$ cat config.mk
export PLATFORM = sky130hd
export DESIGN_NAME = status_reporting_registers
export DESIGN_NICKNAME = d
export VERILOG_FILES = /design/src/hdl/status_reporting_registers.v
export VERILOG_INCLUDE_DIRS = /design/src /design/src/hdl
export SDC_FILE = /design/constraint.sdc
export NUM_CORES = 1
export LEC_CHECK = 0
export ABC_AREA = 1
export BUFFER_PORTS_ARGS = -buffer_cell sky130_fd_sc_hd__buf_2
export CAP_MARGIN = 20
export CORE_MARGIN = 5
export CORE_UTILIZATION = 59
export CTS_CLUSTER_SIZE = 20
export DETAILED_ROUTE_END_ITERATION = 12
export HOLD_SLACK_MARGIN = 0.03
export PLACE_DENSITY = 0.88
export SYNTH_ARGS = -nofsm -noshare
export SYNTH_HDL_FRONTEND = slang
export SYNTH_SLANG_ARGS = --single-unit
$ cat constraint.sdc
create_clock -name clk -period 2.38 [get_ports clk]
set_input_delay 0.119 -clock clk [delete_from_list [all_inputs] [get_ports clk]]
set_output_delay 0.119 -clock clk [all_outputs]
set_load 0.05 [all_outputs]
$ cat src/hdl/status_reporting_regs.vh
/*
   register map, field positions, reset values and timing counts of the status reporting block.
   assumes it is included by bare name from the design file.
*/
`ifndef STATUS_REPORTING_REGS_VH
`define STATUS_REPORTING_REGS_VH

// address layout: {select[3:0], bit mode, bit index[3:0]}
`define ADDR_SEL_MSB 8
`define ADDR_SEL_LSB 5
`define ADDR_BITMODE 4
`define ADDR_IDX_MSB 3

// register selects
`define SEL_STATUS_BYTE 4'h0
`define SEL_SRQ_ENABLE 4'h1
`define SEL_EVENT_FLAGS 4'h2
`define SEL_EVENT_ENABLE 4'h3
`define SEL_COMM_FLAGS 4'h4
`define SEL_COMM_ENABLE 4'h5
`define SEL_INST_LIVE 4'h6
`define SEL_INST_FLAGS 4'h7
`define SEL_INST_ENABLE 4'h8
`define SEL_ADC_FLAGS 4'h9
`define SEL_ADC_ENABLE 4'ha
`define SEL_CONTROL 4'hb
`define SEL_IRQ_STATUS 4'hc
`define SEL_IRQ_MASK 4'hd

// status byte bit positions
`define STB_INST_SUM 0
`define STB_ADC_SUM 1
`define STB_COMM_SUM 2
`define STB_EVENT_SUM 5
`define STB_MASTER 6

// standard event flags
`define EVT_EXEC_ERROR 4

// control register
`define CTRL_PULSE_MODE 0
`define CTRL_CLEAR_STATUS 1

// interrupt status bits
`define IRQ_NEW_SRQ 0
`define IRQ_EXEC_ERROR 1
`define IRQ_COMM_ERROR 2
`define IRQ_ADC_READY 3

// reset values
`define RST_BYTE 8'h00
`define RST_WORD 16'h0000
`define RST_IRQ 4'h0
`define RST_PULSE_MODE 1'b0

// timing
`define CLK_PERIOD_NS 5
`define SRQ_PULSE_MIN_NS 1000
`define SRQ_PULSE_CYCLES ((`SRQ_PULSE_MIN_NS + `CLK_PERIOD_NS - 1) / `CLK_PERIOD_NS)

`endif

$ cat src/hdl/status_reporting_registers.v
/*
   status reporting register set: status byte, service request enable, standard event flags,
   comm error flags, instrument condition/event flags, converter data-ready flags, each with
   an enable mask, plus the active-low service request line and a maskable interrupt.
   assumes a single clock, synchronous inputs, and a register port master that never issues
   read and write strobes together.
*/
// Decided for this implementation: the plain strobed port and the placing of the registers.
`include "status_reporting_regs.vh"

// Overview of operation
// - full status byte read releases the service request line in latched mode, not in pulse mode
// - single-bit status byte read leaves the service request line alone
// - status byte read returns whole byte or only the addressed bit
// - service request mask written and read whole or per bit; bit 5 weighs 32
// - event flag read clears exactly the bits it returned
// - illegal parameter sets execution error flag, value 16
// - event enable mask written and read whole or per bit
// - comm error flag read clears exactly the bits it returned
// - comm error enable mask written and read whole or per bit
// - instrument condition shows live state of the instrument condition inputs
// - reading instrument condition changes nothing
// - instrument event flags readable whole or per bit
// - instrument event enable mask written and read whole or per bit
// - new converter result sets the data-ready bit of its channel
// - data-ready enable mask written and read whole or per bit
// - pulse mode gives at least 1 us low pulse, else latched; off at reset
// - clear status zeroes event, comm error, instrument and converter data-ready flag registers
module status_reporting_registers #(
   parameter BYTE_W = 8,
   parameter ADC_W = 16
) (
   // clock and reset
   input wire clk,
   input wire sys_rst,
   input wire ce,
   // register port
   input wire [8:0] regAddr,
   input wire [15:0] regWdata,
   input wire regWr,
   input wire regRd,
   output reg [15:0] regRdata,
   // instrument events
   input wire [BYTE_W-1:0] eventSources,
   input wire execErrorEvent,
   input wire [BYTE_W-1:0] commErrorEvents,
   input wire [BYTE_W-1:0] instrumentCondition,
   input wire adcResultValid,
   input wire [3:0] adcChannel,
   // host side outputs
   output reg serviceRequestN,
   output reg irq
);

   localparam [1:0] SRQ_IDLE = 2'h0;
   localparam [1:0] SRQ_HELD = 2'h1;
   localparam [1:0] SRQ_PULSE = 2'h2;
   localparam integer PULSE_LAST_INT = `SRQ_PULSE_CYCLES - 1;
   localparam [7:0] PULSE_LAST = PULSE_LAST_INT[7:0];

   wire [3:0] sel = regAddr[`ADDR_SEL_MSB:`ADDR_SEL_LSB];
   wire bitMode = regAddr[`ADDR_BITMODE];
   wire [3:0] idx = regAddr[`ADDR_IDX_MSB:0];
   wire [15:0] bitSel = 16'h0001 << idx;
   wire [15:0] readMask = bitMode ? bitSel : 16'hffff;
   wire [15:0] adcBit = 16'h0001 << adcChannel;

   reg [BYTE_W-1:0] srqEnable_reg;
   reg [BYTE_W-1:0] eventFlags_reg;
   reg [BYTE_W-1:0] eventEnable_reg;
   reg [BYTE_W-1:0] commFlags_reg;
   reg [BYTE_W-1:0] commEnable_reg;
   reg [BYTE_W-1:0] instFlags_reg;
   reg [BYTE_W-1:0] instEnable_reg;
   reg [BYTE_W-1:0] instPrev_reg;
   reg [ADC_W-1:0] adcFlags_reg;
   reg [ADC_W-1:0] adcEnable_reg;
   reg pulseMode_reg;
   reg [3:0] irqStatus_reg;
   reg [3:0] irqMask_reg;
   reg [1:0] srqState_reg;
   reg [1:0] srqState_next;
   reg [7:0] pulseCount_reg;
   reg [7:0] pulseCount_next;
   reg srqCondPrev_reg;

   // whole-or-bit write of a mask register
   function [15:0] maskWrite;
      input [15:0] old;
      input [15:0] data;
      input bm;
      input [15:0] bs;
      begin
         if (bm) begin
            maskWrite = data[0] ? (old | bs) : (old & ~bs);
         end else begin
            maskWrite = data;
         end
      end
   endfunction

   wire wrSel = regWr;
   wire wrSre = wrSel && (sel == `SEL_SRQ_ENABLE);
   wire wrEse = wrSel && (sel == `SEL_EVENT_ENABLE);
   wire wrCese = wrSel && (sel == `SEL_COMM_ENABLE);
   wire wrInse = wrSel && (sel == `SEL_INST_ENABLE);
   wire wrAdse = wrSel && (sel == `SEL_ADC_ENABLE);
   wire wrCtrl = wrSel && (sel == `SEL_CONTROL);
   wire wrIrqMask = wrSel && (sel == `SEL_IRQ_MASK);
   wire wrIrqClr = wrSel && (sel == `SEL_IRQ_STATUS);
   wire clearStatus = wrCtrl && regWdata[`CTRL_CLEAR_STATUS];
   wire [15:0] sreNew = maskWrite({{(16-BYTE_W){1'b0}}, srqEnable_reg}, regWdata, bitMode, bitSel);
   wire [15:0] eseNew = maskWrite({{(16-BYTE_W){1'b0}}, eventEnable_reg}, regWdata, bitMode,
      bitSel);
   wire [15:0] ceseNew = maskWrite({{(16-BYTE_W){1'b0}}, commEnable_reg}, regWdata, bitMode,
      bitSel);
   wire [15:0] inseNew = maskWrite({{(16-BYTE_W){1'b0}}, instEnable_reg}, regWdata, bitMode,
      bitSel);
   wire [15:0] adseNew = maskWrite({{(16-ADC_W){1'b0}}, adcEnable_reg}, regWdata, bitMode,
      bitSel);

   // status byte summary and request condition
   wire instSum = |(instFlags_reg & instEnable_reg);
   wire adcSum = |(adcFlags_reg & adcEnable_reg);
   wire commSum = |(commFlags_reg & commEnable_reg);
   wire eventSum = |(eventFlags_reg & eventEnable_reg);
   reg [BYTE_W-1:0] stbLow;
   always @* begin
      stbLow = {BYTE_W{1'b0}};
      stbLow[`STB_INST_SUM] = instSum;
      stbLow[`STB_ADC_SUM] = adcSum;
      stbLow[`STB_COMM_SUM] = commSum;
      stbLow[`STB_EVENT_SUM] = eventSum;
   end
   wire srqCond = |(stbLow & srqEnable_reg);
   wire [BYTE_W-1:0] statusByte = stbLow | ({{(BYTE_W-1){1'b0}}, srqCond} << `STB_MASTER);
   wire newRequest = srqCond && !srqCondPrev_reg;
   wire fullStbRead = regRd && !bitMode && (sel == `SEL_STATUS_BYTE);

   // flag set and read-clear terms
   wire [BYTE_W-1:0] execBit = {{(BYTE_W-1){1'b0}}, execErrorEvent} << `EVT_EXEC_ERROR;
   wire [BYTE_W-1:0] eventSet = eventSources | execBit;
   wire [BYTE_W-1:0] eventClr = (regRd && sel == `SEL_EVENT_FLAGS) ?
      readMask[BYTE_W-1:0] : {BYTE_W{1'b0}};
   wire [BYTE_W-1:0] commClr = (regRd && sel == `SEL_COMM_FLAGS) ?
      readMask[BYTE_W-1:0] : {BYTE_W{1'b0}};
   wire [ADC_W-1:0] adcSet = adcResultValid ? adcBit[ADC_W-1:0] : {ADC_W{1'b0}};
   wire [BYTE_W-1:0] instRise;

   // per-bit latching of instrument condition rising edges
   genvar g;
   generate
      for (g = 0; g < BYTE_W; g = g + 1) begin : instLatch
         assign instRise[g] = instrumentCondition[g] & ~instPrev_reg[g];
      end
   endgenerate

   // read data mux
   reg [15:0] readWord;
   always @* begin
      readWord = 16'h0000;
      case (sel)
         `SEL_STATUS_BYTE: readWord[BYTE_W-1:0] = statusByte;
         `SEL_SRQ_ENABLE: readWord[BYTE_W-1:0] = srqEnable_reg;
         `SEL_EVENT_FLAGS: readWord[BYTE_W-1:0] = eventFlags_reg;
         `SEL_EVENT_ENABLE: readWord[BYTE_W-1:0] = eventEnable_reg;
         `SEL_COMM_FLAGS: readWord[BYTE_W-1:0] = commFlags_reg;
         `SEL_COMM_ENABLE: readWord[BYTE_W-1:0] = commEnable_reg;
         `SEL_INST_LIVE: readWord[BYTE_W-1:0] = instrumentCondition;
         `SEL_INST_FLAGS: readWord[BYTE_W-1:0] = instFlags_reg;
         `SEL_INST_ENABLE: readWord[BYTE_W-1:0] = instEnable_reg;
         `SEL_ADC_FLAGS: readWord[ADC_W-1:0] = adcFlags_reg;
         `SEL_ADC_ENABLE: readWord[ADC_W-1:0] = adcEnable_reg;
         `SEL_CONTROL: readWord[`CTRL_PULSE_MODE] = pulseMode_reg;
         `SEL_IRQ_STATUS: readWord[3:0] = irqStatus_reg;
         `SEL_IRQ_MASK: readWord[3:0] = irqMask_reg;
         default: readWord = 16'h0000;
      endcase
   end
   wire readBit = |(readWord & bitSel);
   wire [15:0] readValue = bitMode ? {15'h0000, readBit} : readWord;

   // service request line state machine
   always @* begin
      srqState_next = srqState_reg;
      pulseCount_next = pulseCount_reg;
      case (srqState_reg)
         SRQ_IDLE: begin
            if (newRequest && pulseMode_reg) begin
               srqState_next = SRQ_PULSE;
               pulseCount_next = PULSE_LAST;
            end else if (newRequest) begin
               srqState_next = SRQ_HELD;
            end
         end
         SRQ_HELD: begin
            if (fullStbRead) begin
               srqState_next = SRQ_IDLE;
            end
         end
         SRQ_PULSE: begin
            if (pulseCount_reg == 8'h00) begin
               srqState_next = SRQ_IDLE;
            end else begin
               pulseCount_next = pulseCount_reg - 8'h01;
            end
         end
         default: srqState_next = SRQ_IDLE;
      endcase
   end

   wire [3:0] irqSet = {adcResultValid, |commErrorEvents, execErrorEvent, newRequest};
   wire [3:0] irqClr = wrIrqClr ? regWdata[3:0] : 4'h0;
   wire [3:0] irqStatusNext = (irqStatus_reg & ~irqClr) | irqSet;

   always @(posedge clk) begin
      if (sys_rst) begin
         srqEnable_reg <= `RST_BYTE;
         eventFlags_reg <= `RST_BYTE;
         eventEnable_reg <= `RST_BYTE;
         commFlags_reg <= `RST_BYTE;
         commEnable_reg <= `RST_BYTE;
         instFlags_reg <= `RST_BYTE;
         instEnable_reg <= `RST_BYTE;
         instPrev_reg <= `RST_BYTE;
         adcFlags_reg <= `RST_WORD;
         adcEnable_reg <= `RST_WORD;
         pulseMode_reg <= `RST_PULSE_MODE;
         irqStatus_reg <= `RST_IRQ;
         irqMask_reg <= `RST_IRQ;
         srqState_reg <= SRQ_IDLE;
         pulseCount_reg <= 8'h00;
         srqCondPrev_reg <= 1'b0;
         regRdata <= 16'h0000;
         serviceRequestN <= 1'b1;
         irq <= 1'b0;
      end else if (ce) begin
         if (wrSre) srqEnable_reg <= sreNew[BYTE_W-1:0];
         if (wrEse) eventEnable_reg <= eseNew[BYTE_W-1:0];
         if (wrCese) commEnable_reg <= ceseNew[BYTE_W-1:0];
         if (wrInse) instEnable_reg <= inseNew[BYTE_W-1:0];
         if (wrAdse) adcEnable_reg <= adseNew[ADC_W-1:0];
         if (wrCtrl) pulseMode_reg <= regWdata[`CTRL_PULSE_MODE];
         if (wrIrqMask) irqMask_reg <= regWdata[3:0];
         // new events win over read clears; clear status wipes all flag sets
         if (clearStatus) begin
            eventFlags_reg <= `RST_BYTE;
            commFlags_reg <= `RST_BYTE;
            instFlags_reg <= `RST_BYTE;
            adcFlags_reg <= `RST_WORD;
         end else begin
            eventFlags_reg <= (eventFlags_reg & ~eventClr) | eventSet;
            commFlags_reg <= (commFlags_reg & ~commClr) | commErrorEvents;
            instFlags_reg <= instFlags_reg | instRise;
            adcFlags_reg <= adcFlags_reg | adcSet;
         end
         instPrev_reg <= instrumentCondition;
         irqStatus_reg <= irqStatusNext;
         irq <= |(irqStatusNext & irqMask_reg);
         srqState_reg <= srqState_next;
         pulseCount_reg <= pulseCount_next;
         srqCondPrev_reg <= srqCond;
         serviceRequestN <= (srqState_next == SRQ_IDLE);
         regRdata <= regRd ? readValue : 16'h0000;
      end
   end

endmodule // status_reporting_registers

==> results of run 1 <==
-- repair_timing --
item	CTS	global route
hold buffers	30	0
buffers inserted	0	0
endpoints found under the hold margin	29	0
setup endpoints to repair	0	2
gates resized for setup	0	1
-- metal layers --
| layer | track usage | up-vias | part of all wire |
|---|---|---|---|
| met1 | 0.443 | 3585 | 0.39 |
| li1 | - | 3802 | - |
| met2 | 0.509 | 493 | 0.44 |
| met3 | 0.0860 | 98 | 0.12 |
| met5 | 0 | - | 0 |
| met4 | 0.199 | 0 | 0.054 |
-- placed cells by master, fill, tap and decap left out, types with 3 or more instances in the layout --
master,Yosys,routed
clkbuf_16,0,17
buf_2,6,77
a22o_1,5,5
clkbuf_8,0,5
clkinv_2,0,4
o21ai_0,86,86
a21oi_1,107,107
a221oi_1,8,8
o21ai_1,8,7
nand2_1,335,334
inv_2,6,6
a31oi_1,4,4
nor3_1,20,20
nor2_1,192,192
nor2_2,3,3
nand3_1,51,51
buf_4,1,25
inv_1,63,63
dfxtp_1,134,134
nand4_1,3,3
dlygate4sd3_1,0,30
a211oi_1,10,10
-- worst max-delay path by stage --
| stage | end | slack [ps] | cells past startpoint |
|---|---|---|---|
| after global routing | pulseCount_reg[0] | 100 | 13 |
| after detailed placement | pulseCount_reg[6] | 310 | 13 |
| after CTS | pulseCount_reg[6] | 300 | 13 |
| final | pulseCount_reg[6] | 400 | 14 |
| after global placement | pulseCount_reg[0] | 380 | 13 |
| after floorplan | pulseCount_reg[0] | 570 | 14 |
-- layout make-up --
cell class                 count  area [sq um]
inverter                      71           267
clock buffer                  24           502
fill                         934          3080
clock inverter                 8          95.1
multi-input combinational    850          3740
timing repair buffer         133           878
tap                          143           179
sequential                   134          2680
-- power breakdown --
part | leakage (nW) | switching [mW] | total, mW | internal (mW)
clock network | 0.292 | 0.967 | 2.64 | 1.67
registers | 1.09 | 0.0515 | 2.36 | 2.31
logic | 2.34 | 0.396 | 0.593 | 0.197
total | 3.73 | 1.41 | 5.59 | 4.18
-- worst register-to-register path, cell delays in order, from the launching register on --
cell	delay, ps
dfxtp_1	330
nand2_1	90
nand2_1	50
nor2_1	160
nand2_1	110
nand2_1	80
nand2_1	60
nor2_1	160
a21oi_1	150
nand2_1	90
nand2_1	60
nand2_2	180
inv_1	120
o21ai_0	100
a21oi_1	80
-- through the flow --
step	utilization	power [mW]
after floorplan	-	2.71
after global routing	0.730	5.77
after detailed placement	0.651	2.93
after CTS	0.730	5.59
final	0.730	5.59
after global placement	0.651	2.93
-- cell families (layout without fill, tap and decap cells) --
group,after synthesis,count (layout),synth area share
AO/OA/AOI/OAI,236,236,0.187
XOR/XNOR,4,4,0.00512
adder cells (fa/ha/maj),1,1,0.00183
buffers and inverters,112,236,0.0632
flip-flops,134,134,0.392
AND/OR/NAND/NOR,609,609,0.351
==> impl_summary.log, run 1 <==
INFO  metric synth.top_cells.by_count = nand2_1, nor2_1, dfxtp_1
INFO  metric layout.cell_area.non_filler = 8340 sq um
INFO  metric grt_overflow_total = 0
INFO  metric hp-class = in2reg
INFO  metric detail_route.vias_per_cell = about 6
INFO  metric routabilityCongestion = around 1.0
INFO  metric buffer_ports.inserted = 77
INFO  metric timing.critical_path.from_type = register
INFO  metric synth_cell_type_count = 34
INFO  metric hold_viol_final = 0
INFO  metric timing.critical_path.buf_inv = 1
INFO  metric rows = 39
INFO  metric coreArea = between 10000 and 15000 sq um
INFO  metric detailedPlace.worstSlack = about 310 ps
INFO  metric synth_top_area_frac = 0.392
INFO  metric routedWlPerCell = between 15 and 20 microns
INFO  metric tightestPinTransition = about 1100 ps
INFO  metric count_of_flip_flops_with_a_built_in_enable_after_synthesis = 0
INFO  metric max_clock_freq = a little over 500 MHz
INFO  metric critical_path.most_common_cell = nand2_1
INFO  metric syn_area_per_cell = around 6.2 sq um
INFO  metric nets = between 1000 and 1500
INFO  metric grt_pass1_vias = ~7500
INFO  metric drt_first_pass_iters = 5
INFO  metric die-width = ~120 microns
INFO  metric ys_seq_area_frac = 0.392
INFO  metric r2r_slack = ~400 ps
INFO  metric post-route-worst-setup-slack = approximately 400 ps
INFO  metric run_status = finished, final reports clean
INFO  metric number_of_non_filler_instances_in_the_completed_layout = ~1400
INFO  metric launch_instance_of_the_worst_register_to_register_path = instFlags_reg[2]
INFO  metric grt_start_max_net_pins = 80
INFO  metric cts.sink_count = 134
INFO  metric worst_path_dominant_cell_family = simple AND/OR/NAND/NOR gates
INFO  metric syn-cell-area = ~7000 sq um
INFO  metric max-slew-margin-rel = 0.272
INFO  metric routed-via-count = 7978
INFO  metric clock_tree_from_tritoncts = built
INFO  metric setup_total_negative_slack = 0 ps
INFO  metric critPathArrivalTime = ~2300 ps
INFO  metric final_min_period_over_clock_period = 0.831
INFO  metric synth.area.top_cells = dfxtp_1, nand2_1, nor2_1
INFO  metric power-per-cell-area = 670 nW/um^2
INFO  metric drt_wl_total = 23.8 mm
INFO  metric post-dp-hpwl = about 17 mm
INFO  metric synthesis.nets = 1157
INFO  metric path_max_fanout = 12
INFO  metric die-height = approximately 120 microns
INFO  metric top_level_ports = approximately 80
INFO  metric post_dp_cell_area = 7440 sq um
INFO  metric critical_path_required = 2650 ps
INFO  metric worst_setup_path_end_kind = register
INFO  metric floorplan.initialDensity = 0.600
INFO  metric ys_warn_count = 0
INFO  metric cts-root-buf = clkbuf_16
INFO  metric flow.area_growth_from_synthesis = 21.8%
INFO  metric timing.hold.worst.start = regWdata[8]
INFO  metric route.antenna.remaining_nets = 0
INFO  metric report.final.slew_viol_count = 0
INFO  metric dp.cells = 1300
INFO  metric max_cap_viol_count = 0
INFO  metric hold-worst-slack = between 50 and 60 ps
INFO  metric yosysTopAreaCell = dfxtp_1
INFO  metric timing.critical_path.cells = nand2_1, nand2_1, nor2_1, nand2_1, nand2_1, nand2_1, nor2_1, a21oi_1, nand2_1, nand2_1, nand2_2, inv_1, o21ai_0, a21oi_1
INFO  metric timing.clock.skew = roughly 6.7 ps
INFO  metric die-area = 13900 sq um
INFO  metric rr_worst_depth = 14
INFO  metric slowest_stage = dfxtp_1
INFO  metric power.ir.vdd_worst = ~0.55 mV
INFO  metric regToRegEndpoint = pulseCount_reg[6]
INFO  metric power_leakage = 3.73 nW
INFO  metric clock_latency_reported_for_the_late_side_of_the_worst_skew_pair = 420 ps
INFO  metric antenna_found_initial = 0
INFO  metric groute.usage.overall = 0.340
INFO  metric cell_count_of_the_worst_hold_path = 3
INFO  metric synth-async-reset-ratio = 0
INFO  metric critical_path.max_stage_delay = 330 ps
INFO  metric post_route_cells_drive_above_1_share = 0.120
INFO  metric timing.final.setup_violations = 0
INFO  metric clk_pin_slew = approximately 60 ps
INFO  metric rsz0062_at_grt = false
INFO  metric cp-startpoint = instFlags_reg[2]
INFO  metric synth_cells = approximately 1100
INFO  metric grt_first_pass_wirelength = about 38 mm
INFO  metric yosys_register_bits = about 130
INFO  metric drt_first_iter_violations = 1078
INFO  metric inserted_diodes = 0
INFO  metric drc = 0
INFO  metric synth_ff_type = dfxtp_1
INFO  metric post-synth-top-count-cell = nand2_1
INFO  metric cts_made_buffers = 17
INFO  metric ctsHtreeMaxLevel = 4
INFO  metric layout_min_cycle_time = just under 2000 ps
INFO  metric setup.worst_path.class = reg2reg
INFO  metric clock_tree.buffer_depth = 2
Note: power is estimated with default switching activity, not from simulation.
==> run 2, diff against run 1 <==
--- a/config.mk
+++ b/config.mk
@@ -10,11 +10,11 @@
 export BUFFER_PORTS_ARGS = -buffer_cell sky130_fd_sc_hd__buf_2
 export CAP_MARGIN = 20
 export CORE_MARGIN = 5
-export CORE_UTILIZATION = 59
+export CORE_UTILIZATION = 53
 export CTS_CLUSTER_SIZE = 20
 export DETAILED_ROUTE_END_ITERATION = 12
 export HOLD_SLACK_MARGIN = 0.03
-export PLACE_DENSITY = 0.88
+export PLACE_DENSITY = 0.84
 export SYNTH_ARGS = -nofsm -noshare
 export SYNTH_HDL_FRONTEND = slang
 export SYNTH_SLANG_ARGS = --single-unit
==> constraint.sdc (replaced) <==
create_clock -name clk -period 1.8 [get_ports clk]
set_input_delay 0.09 -clock clk [delete_from_list [all_inputs] [get_ports clk]]
set_output_delay 0.09 -clock clk [all_outputs]
set_load 0.05 [all_outputs]
==> run 2 against run 1 <==
Effect of this change: die area grew 10%; core utilization shrank 1.3 points; via count grew 4.7%; final cell count grew 7.9%.
==> impl_summary.log, run 2 (synthesis gave the netlist of run 1 again) <==
INFO  metric routabilityCongestion = 1.07 (+2.5%)
INFO  metric setup.worst_path.class = reg2reg
INFO  metric r2r_slack = 40 ps (-360 ps)
INFO  metric floorplan.initialDensity = 0.543 (-0.0571)
INFO  metric drt_first_iter_violations = 1269 (+18%)
INFO  metric grt_first_pass_wirelength = 39.5 mm (+3.3%)
INFO  metric setup_total_negative_slack = 0 ps (unchanged)
INFO  metric buffer_ports.inserted = 77 (unchanged)
INFO  metric hold_viol_final = 0 (unchanged)
INFO  metric critPathArrivalTime = 2110 ps (-140 ps)
INFO  metric number_of_non_filler_instances_in_the_completed_layout = 1471 (+7.9%)
INFO  metric grt_pass1_vias = 7650 (+1.7%)
INFO  metric power.ir.vdd_worst = 0.453 mV (-17%)
INFO  metric cell_internal_pwr = 5.36 mW (+28%)
INFO  metric layout_min_cycle_time = 1760 ps (-223 ps)
INFO  metric worst_setup_path_end_kind = register
INFO  metric max-slew-margin-rel = 0.236 (-0.0358)
INFO  metric fin_total_pwr = 7.25 mW (+30%)
INFO  metric die-width = 124 microns (+5.0%)
INFO  metric clock_latency_reported_for_the_late_side_of_the_worst_skew_pair = 430 ps (about the same)
INFO  metric post_dp_cell_area = 8070 sq um (+8.6%)
INFO  metric hp-class = in2reg
INFO  metric dp.cells = 1405 (+8.1%)
INFO  metric run_status = finished, final reports clean
INFO  metric grtUsageMet1 = 0.426 (-0.0173)
INFO  metric detail_route.vias_per_cell = 5.68 (-3.0%)
INFO  metric final_min_period_over_clock_period = 0.975 (+0.144)
INFO  metric met2_usage = 0.539 (+0.0302)
INFO  metric ctsHtreeMaxLevel = 4 (unchanged)
INFO  metric cts-root-buf = clkbuf_16
INFO  metric routed-via-count = 8354 (+4.7%)
INFO  metric drt_wl_total = 25.9 mm (+8.9%)
INFO  metric max_clock_freq = 570 MHz (+13%)
INFO  metric grt_start_max_net_pins = 80 (unchanged)
INFO  metric routedWlPerCell = 17.6 microns (+0.95%)
INFO  metric postLayoutCoreUtil = 0.718 (-0.0129)
INFO  metric report.final.slew_viol_count = 0 (unchanged)
INFO  metric grt-busiest-layer = met2
INFO  metric route.antenna.remaining_nets = 0 (unchanged)
INFO  metric final_cell_mix = nand2_1, nor2_1, dfxtp_1
INFO  metric timing.clock.skew = 7.42 ps (+0.695 ps)
INFO  metric path_max_fanout = 7 (-5)
INFO  metric met3_track_utilization_from_global_routing = 0.0736 (-0.0124)
INFO  metric comb_power_share = 0.130 (+0.024)
INFO  metric clock_tree_from_tritoncts = built
INFO  metric coreArea = 12600 sq um (+11%)
INFO  metric layout.cell_area.non_filler = 9050 sq um (+8.6%)
INFO  metric flow.area_growth_from_synthesis = 32.3%
INFO  metric rows = 41 (+5.1%)
INFO  metric clock_tree.buffer_depth = 2 (unchanged)
INFO  metric power.switching = 1.89 mW (+34%)
INFO  metric max_cap_viol_count = 0 (unchanged)
INFO  metric die-height = 124 microns (+5.0%)
INFO  metric nets = 1350 (+6.5%)
INFO  metric drc = 0 (unchanged)
INFO  metric post_route_cells_drive_above_1_share = 0.192 (+0.0720)
INFO  metric die-area = 15300 sq um (+10%)
INFO  metric power_leakage = 4.16 nW (+12%)
INFO  metric cts_made_buffers = 17 (unchanged)
INFO  metric tightestPinTransition = 1140 ps (+53.5 ps)
INFO  metric net_sw_frac = 0.261 (+0.00839)
INFO  metric timing.final.setup_violations = 0 (unchanged)
INFO  metric clk_pin_slew = 50 ps (about the same)
INFO  metric power-per-cell-area = 801 nW/um^2 (+19%)
INFO  metric grt_overflow_total = 0 (unchanged)
INFO  metric post-dp-hpwl = 18.4 mm (+10%)
INFO  metric pwr-share-seq = 0.429 (+0.007)
INFO  metric inserted_diodes = 0 (unchanged)
INFO  metric final_common_cell = nand2_1
INFO  metric cts.sink_count = 134 (unchanged)
INFO  metric antenna_found_initial = 0 (unchanged)
INFO  metric rsz0062_at_grt = true
INFO  metric pwr-share-clk = 0.442 (-0.030)
INFO  metric timing.critical_path.from_type = register
INFO  metric critical_path_required = 2160 ps (-490 ps)
INFO  metric groute.usage.overall = 0.341 (+0.000497)
INFO  metric drt_first_pass_iters = 7 (+2)
INFO  metric top_level_ports = 78 (unchanged)
-- run 2: area by class of cell --
cell class                      count  area, sq um
Multi-Input combinational cell    850         3810
Timing Repair Buffer              215         1540
Clock buffer                       25          515
Sequential cell                   134         2690
Inverter                           71          267
Tap cell                          172          215
Fill cell                        1070         3560
Clock inverter                      4         20.0
-- run 2: path summary, 6_finish.rpt --
check,from,endpoint,depth (start not counted)
worst max-delay path,pulseCount_reg[0],pulseCount_reg[7],13
worst min-delay path,regWdata[14],register,3
worst min register to register,instPrev_reg[4],instPrev_reg[4],2
worst max register to register,pulseCount_reg[0],pulseCount_reg[7],13
-- run 2: power groups by stage --
stage | clock [mW] | sequential [mW] | combinational [mW]
final | 3.20 | 3.11 | 0.940
after global routing | 3.35 | 3.12 | 1.00
after global placement | 0 | 3.17 | 0.804
after CTS | 3.20 | 3.11 | 0.882
after detailed placement | 0 | 3.17 | 0.816
after floorplan | 0 | 3.17 | 0.413
-- run 2: per-stage QoR --
stage / setup slack, ps / hold slack [ps]
2_1_floorplan: 55.3 / 237
3_3_place_gp: -55.2 / 346
3_5_place_dp: -108 / 349
4_1_cts: 5.13 / 39.3
5_1_grt: -96.8 / 73.6
6_report: 44.7 / 41.1
-- run 2: layer usage --
| metal | vias to the layer above | part of all wire | wire [microns] |
|---|---|---|---|
| li1 | 3965 | - | - |
| met1 | 3773 | 0.39 | 10100 |
| met2 | 498 | 0.45 | 11500 |
| met3 | 118 | 0.10 | 2670 |
| met4 | 0 | 0.061 | 1570 |
| met5 | - | 0 | 0 |
-- run 2: worst max-delay path, cell delays in order (launching register included) --
cell     delay (ps)
dfxtp_1         300
inv_1            70
ha_2            200
nand3_2          90
nor3_2          200
nand2_1          90
inv_1            80
a21oi_1          60
inv_1           100
nor2_2           60
nand2_4         110
buf_6           140
nand2_1          50
a21oi_1         120
-- run 2: repair_timing --
item,4_1_cts,5_1_grt
endpoints found under the setup margin,8,13
hold buffers,35,0
gates resized for setup,2,35
hold endpoints to repair,35,0
gates cloned,0,0
setup buffers,0,2
pin swaps,0,11
==> run 3, diff against run 2 <==
--- a/config.mk
+++ b/config.mk
@@ -6,14 +6,12 @@
 export SDC_FILE = /design/constraint.sdc
 export NUM_CORES = 1
 export LEC_CHECK = 0
-export ABC_AREA = 1
 export BUFFER_PORTS_ARGS = -buffer_cell sky130_fd_sc_hd__buf_2
 export CAP_MARGIN = 20
-export CORE_MARGIN = 5
 export CORE_UTILIZATION = 53
 export CTS_CLUSTER_SIZE = 20
 export DETAILED_ROUTE_END_ITERATION = 12
-export HOLD_SLACK_MARGIN = 0.03
+export HOLD_SLACK_MARGIN = 0.05
 export PLACE_DENSITY = 0.84
 export SYNTH_ARGS = -nofsm -noshare
 export SYNTH_HDL_FRONTEND = slang
==> run 3 against run 2 <==
Effect of this change: the run now ends with negative setup slack left; core utilization increased by 7.2 points; setup slack got worse by 640 ps; synthesized area up 1.0%; combinational power up 22%; highest routed layer is now met5.
==> impl_summary.log, run 3 <==
INFO  metric run_status = finished with violations
INFO  metric failed_checks = negative setup slack
INFO  metric cts.sink_count = 134 (unchanged)
INFO  metric synth_cell_type_count = 66 (+94%)
INFO  metric power.ir.vdd_worst = 0.901 mV (+99%)
INFO  metric post-synth-top-count-cell = nor2_1
INFO  metric clock_tree.buffer_depth = 2 (unchanged)
INFO  metric post-dp-hpwl = 21.6 mm (+18%)
INFO  metric rows = 41 (unchanged)
INFO  metric post-route-worst-setup-slack = -596 ps (-641 ps)
INFO  metric die-area = 13500 sq um (-12%)
INFO  metric nets = 1208 (-11%)
INFO  metric nFillCells = 857 (-20%)
INFO  metric clock_tree_from_tritoncts = built
INFO  metric clk_pin_slew = 60 ps (about the same)
INFO  metric grt_first_pass_wirelength = 45.0 mm (+14%)
INFO  metric hold_viol_final = 0 (unchanged)
INFO  metric rsz0062_at_grt = true
INFO  metric routabilityCongestion = 1.00 (-6.2%)
INFO  metric floorplan.initialDensity = 0.546 (+0.00323)
INFO  metric top_level_ports = 78 (unchanged)
INFO  metric final_common_cell = buf_4
INFO  metric met2_wirelength = 13.3 mm (+15%)
INFO  metric wl_met3 = 4.00 mm (+50%)
INFO  metric synth_cells = 878 (-20%)
INFO  metric layout_min_cycle_time = 2400 ps (+641 ps)
INFO  metric count_of_flip_flops_with_a_built_in_enable_after_synthesis = 0 (unchanged)
INFO  metric post_route_cells_drive_above_1_share = 0.309 (+0.118)
INFO  metric timing.critical_path.from_type = register
INFO  metric pwr-share-clk = 0.451 (+0.009)
INFO  metric worst_setup_path_end_kind = register
INFO  metric ys_seq_area_frac = 0.388 (-0.00390)
INFO  metric drc = 0 (unchanged)
INFO  metric number_of_non_filler_instances_in_the_completed_layout = 1332 (-9.4%)
INFO  metric setup.worst_path.class = reg2reg
INFO  metric routed-via-count = 8668 (+3.8%)
INFO  metric yosys_register_bits = 134 (unchanged)
INFO  metric buffer_ports.inserted = 77 (unchanged)
INFO  metric report.final.slew_viol_count = 0 (unchanged)
INFO  metric antenna_found_initial = 1 (+1)
INFO  metric syn-cell-area = 6920 sq um (+1.0%)
INFO  metric pwr-share-seq = 0.400 (-0.029)
INFO  metric drt_first_pass_iters = 8 (+1)
INFO  metric clock_latency_reported_for_the_late_side_of_the_worst_skew_pair = 430 ps (about the same)
INFO  metric timing.clock.skew = 8.30 ps (+0.884 ps)
INFO  metric ys_warn_count = 0 (unchanged)
INFO  metric critical_path_required = 2120 ps (-40 ps)
INFO  metric grt_start_max_net_pins = 41 (-49%)
INFO  metric die-width = 116 microns (-6.0%)
INFO  metric tightestPinTransition = 787 ps (-354 ps)
INFO  metric synth_top_area_frac = 0.388 (-0.00390)
INFO  metric groute.usage.overall = 0.452 (+0.111)
INFO  metric hold-worst-slack = 55.9 ps (+14.8 ps)
INFO  metric max_clock_freq = 417 MHz (-27%)
INFO  metric power.switching = 2.25 mW (+18%)
INFO  metric yosysTopAreaCell = dfxtp_1
INFO  metric power-per-cell-area = 773 nW/um^2 (-3.5%)
INFO  metric synthesis.nets = 939 (-19%)
INFO  metric drt_first_iter_violations = 1447 (+14%)
INFO  metric drt-met1-wl = 11.5 mm (+13%)
INFO  metric cell_internal_pwr = 5.49 mW (+2.4%)
INFO  metric synth-async-reset-ratio = 0 (unchanged)
INFO  metric cts-root-buf = clkbuf_16
INFO  metric coreArea = 12700 sq um (+0.41%)
INFO  metric path_max_fanout = 3 (-4)
INFO  metric cts_made_buffers = 17 (unchanged)
INFO  metric dp.cells = 1261 (-10%)
INFO  metric comb_power_share = 0.149 (+0.019)
INFO  metric grt_overflow_total = 0 (unchanged)
INFO  metric syn_area_per_cell = 7.88 sq um (+26%)
INFO  metric timing.final.setup_violations = 18 (+18)
INFO  metric power_leakage = 4.08 nW (-1.9%)
INFO  metric detail_route.vias_per_cell = 6.51 (+15%)
INFO  metric grt_pass1_vias = 8099 (+5.9%)
INFO  metric fin_total_pwr = 7.73 mW (+6.6%)
INFO  metric die-height = 116 microns (-6.0%)
INFO  metric synth.area.top_cells = dfxtp_1, nor2_1, a21oi_1
INFO  metric inserted_diodes = 0 (unchanged)
INFO  metric critPathArrivalTime = 2710 ps (+600 ps)
INFO  metric routedWlPerCell = 22.5 microns (+28%)
INFO  metric max_cap_viol_count = 0 (unchanged)
INFO  metric synth_ff_type = dfxtp_1
INFO  metric final_cell_mix = buf_4, nor2_1, dfxtp_1
INFO  metric hp-class = in2reg
INFO  metric route.antenna.remaining_nets = 0 (unchanged)
INFO  metric max-slew-margin-rel = 0.471 (+0.235)
INFO  metric ctsHtreeMaxLevel = 4 (unchanged)
INFO  metric synth.top_cells.by_count = nor2_1, dfxtp_1, a21oi_1
INFO  metric route.top_layer_used = met5
INFO  metric net_sw_frac = 0.290 (+0.0291)
INFO  metric final_min_period_over_clock_period = 1.33 (+0.356)
INFO  metric drt_wl_total = 30.0 mm (+16%)
INFO  metric flow.area_growth_from_synthesis = 44.7%
run 3: power groups by stage:
stage                     Clock, mW  Sequential [mW]  Combinational, mW
after global placement            0             3.15              0.999
after floorplan                   0             3.16              0.458
after detailed placement          0             3.15               1.01
final                          3.49             3.09               1.15
after CTS                      3.47             3.09               1.08
after global routing           3.60             3.10               1.20
run 3: metrics by stage:
| stage | setup TNS [ps] | area [sq um] | util | setup WS [ps] |
|---|---|---|---|---|
| after floorplan | -3470 | 6930 | - | -447 |
| after global placement | -9230 | 8870 | 0.700 | -609 |
| after detailed placement | -9900 | 8870 | 0.700 | -712 |
| after CTS | -7800 | 9890 | 0.780 | -578 |
| after global routing | -9780 | 10000 | 0.790 | -667 |
| final | -8310 | 10000 | 0.790 | -596 |
run 3: kinds of logic (layout without fill, tap and decap cells):
kind of cell               after synthesis  in the layout  synth area share
and+or+nand+nor                        354            354             0.240
AOI/OAI and AO/OA                      270            270             0.269
DFF                                    134            134             0.388
buffers and inverters                   81            363            0.0460
muxes                                   35             35            0.0517
xor gates and xnor gates                 3              3           0.00380
adders and majority gates                1              1           0.00181
run 3: area by class of cell:
type,count,area [sq um],share of cell area
Inverter,18,67.6,0.00675
Sequential cell,134,2690,0.269
Tap cell,172,215,0.0215
Timing Repair Buffer,313,2360,0.236
Clock buffer,17,425,0.0425
Multi-Input combinational cell,663,4090,0.409
Clock inverter,15,160,0.0160
run 3: path summary, 6_finish.rpt:
kind,slack [ps],end,start,cells after the start
setup reg to reg,-600,pulseCount_reg[1],eventFlags_reg[2],7
hold / removal,60,register,regWdata[14],3
hold reg to reg,460,serviceRequestN,serviceRequestN,1
setup / recovery,-600,pulseCount_reg[1],eventFlags_reg[2],7
run 3: routing by layer:
layer,global-route usage,vias up
met3,0.126,133
met5,0,-
met4,0.191,2
met1,0.592,4044
met2,0.697,685
li1,-,3804
run 3: repair_timing:
item	4_1_cts	5_1_grt
gates cloned	0	0
gates resized for setup	17	25
hold endpoints to repair	46	0
hold buffers	36	0
setup buffers	2	3
endpoints found under the setup margin	19	21
pin swaps	4	12
run 3: worst max-delay path, cell delays in order, from the launching register on:
cell	delay, ps
dfxtp_2	320
a22o_1	250
or4_4	540
a222oi_1	300
a21boi_4	340
nor3_4	70
a21oi_4	150
mux2_4	310
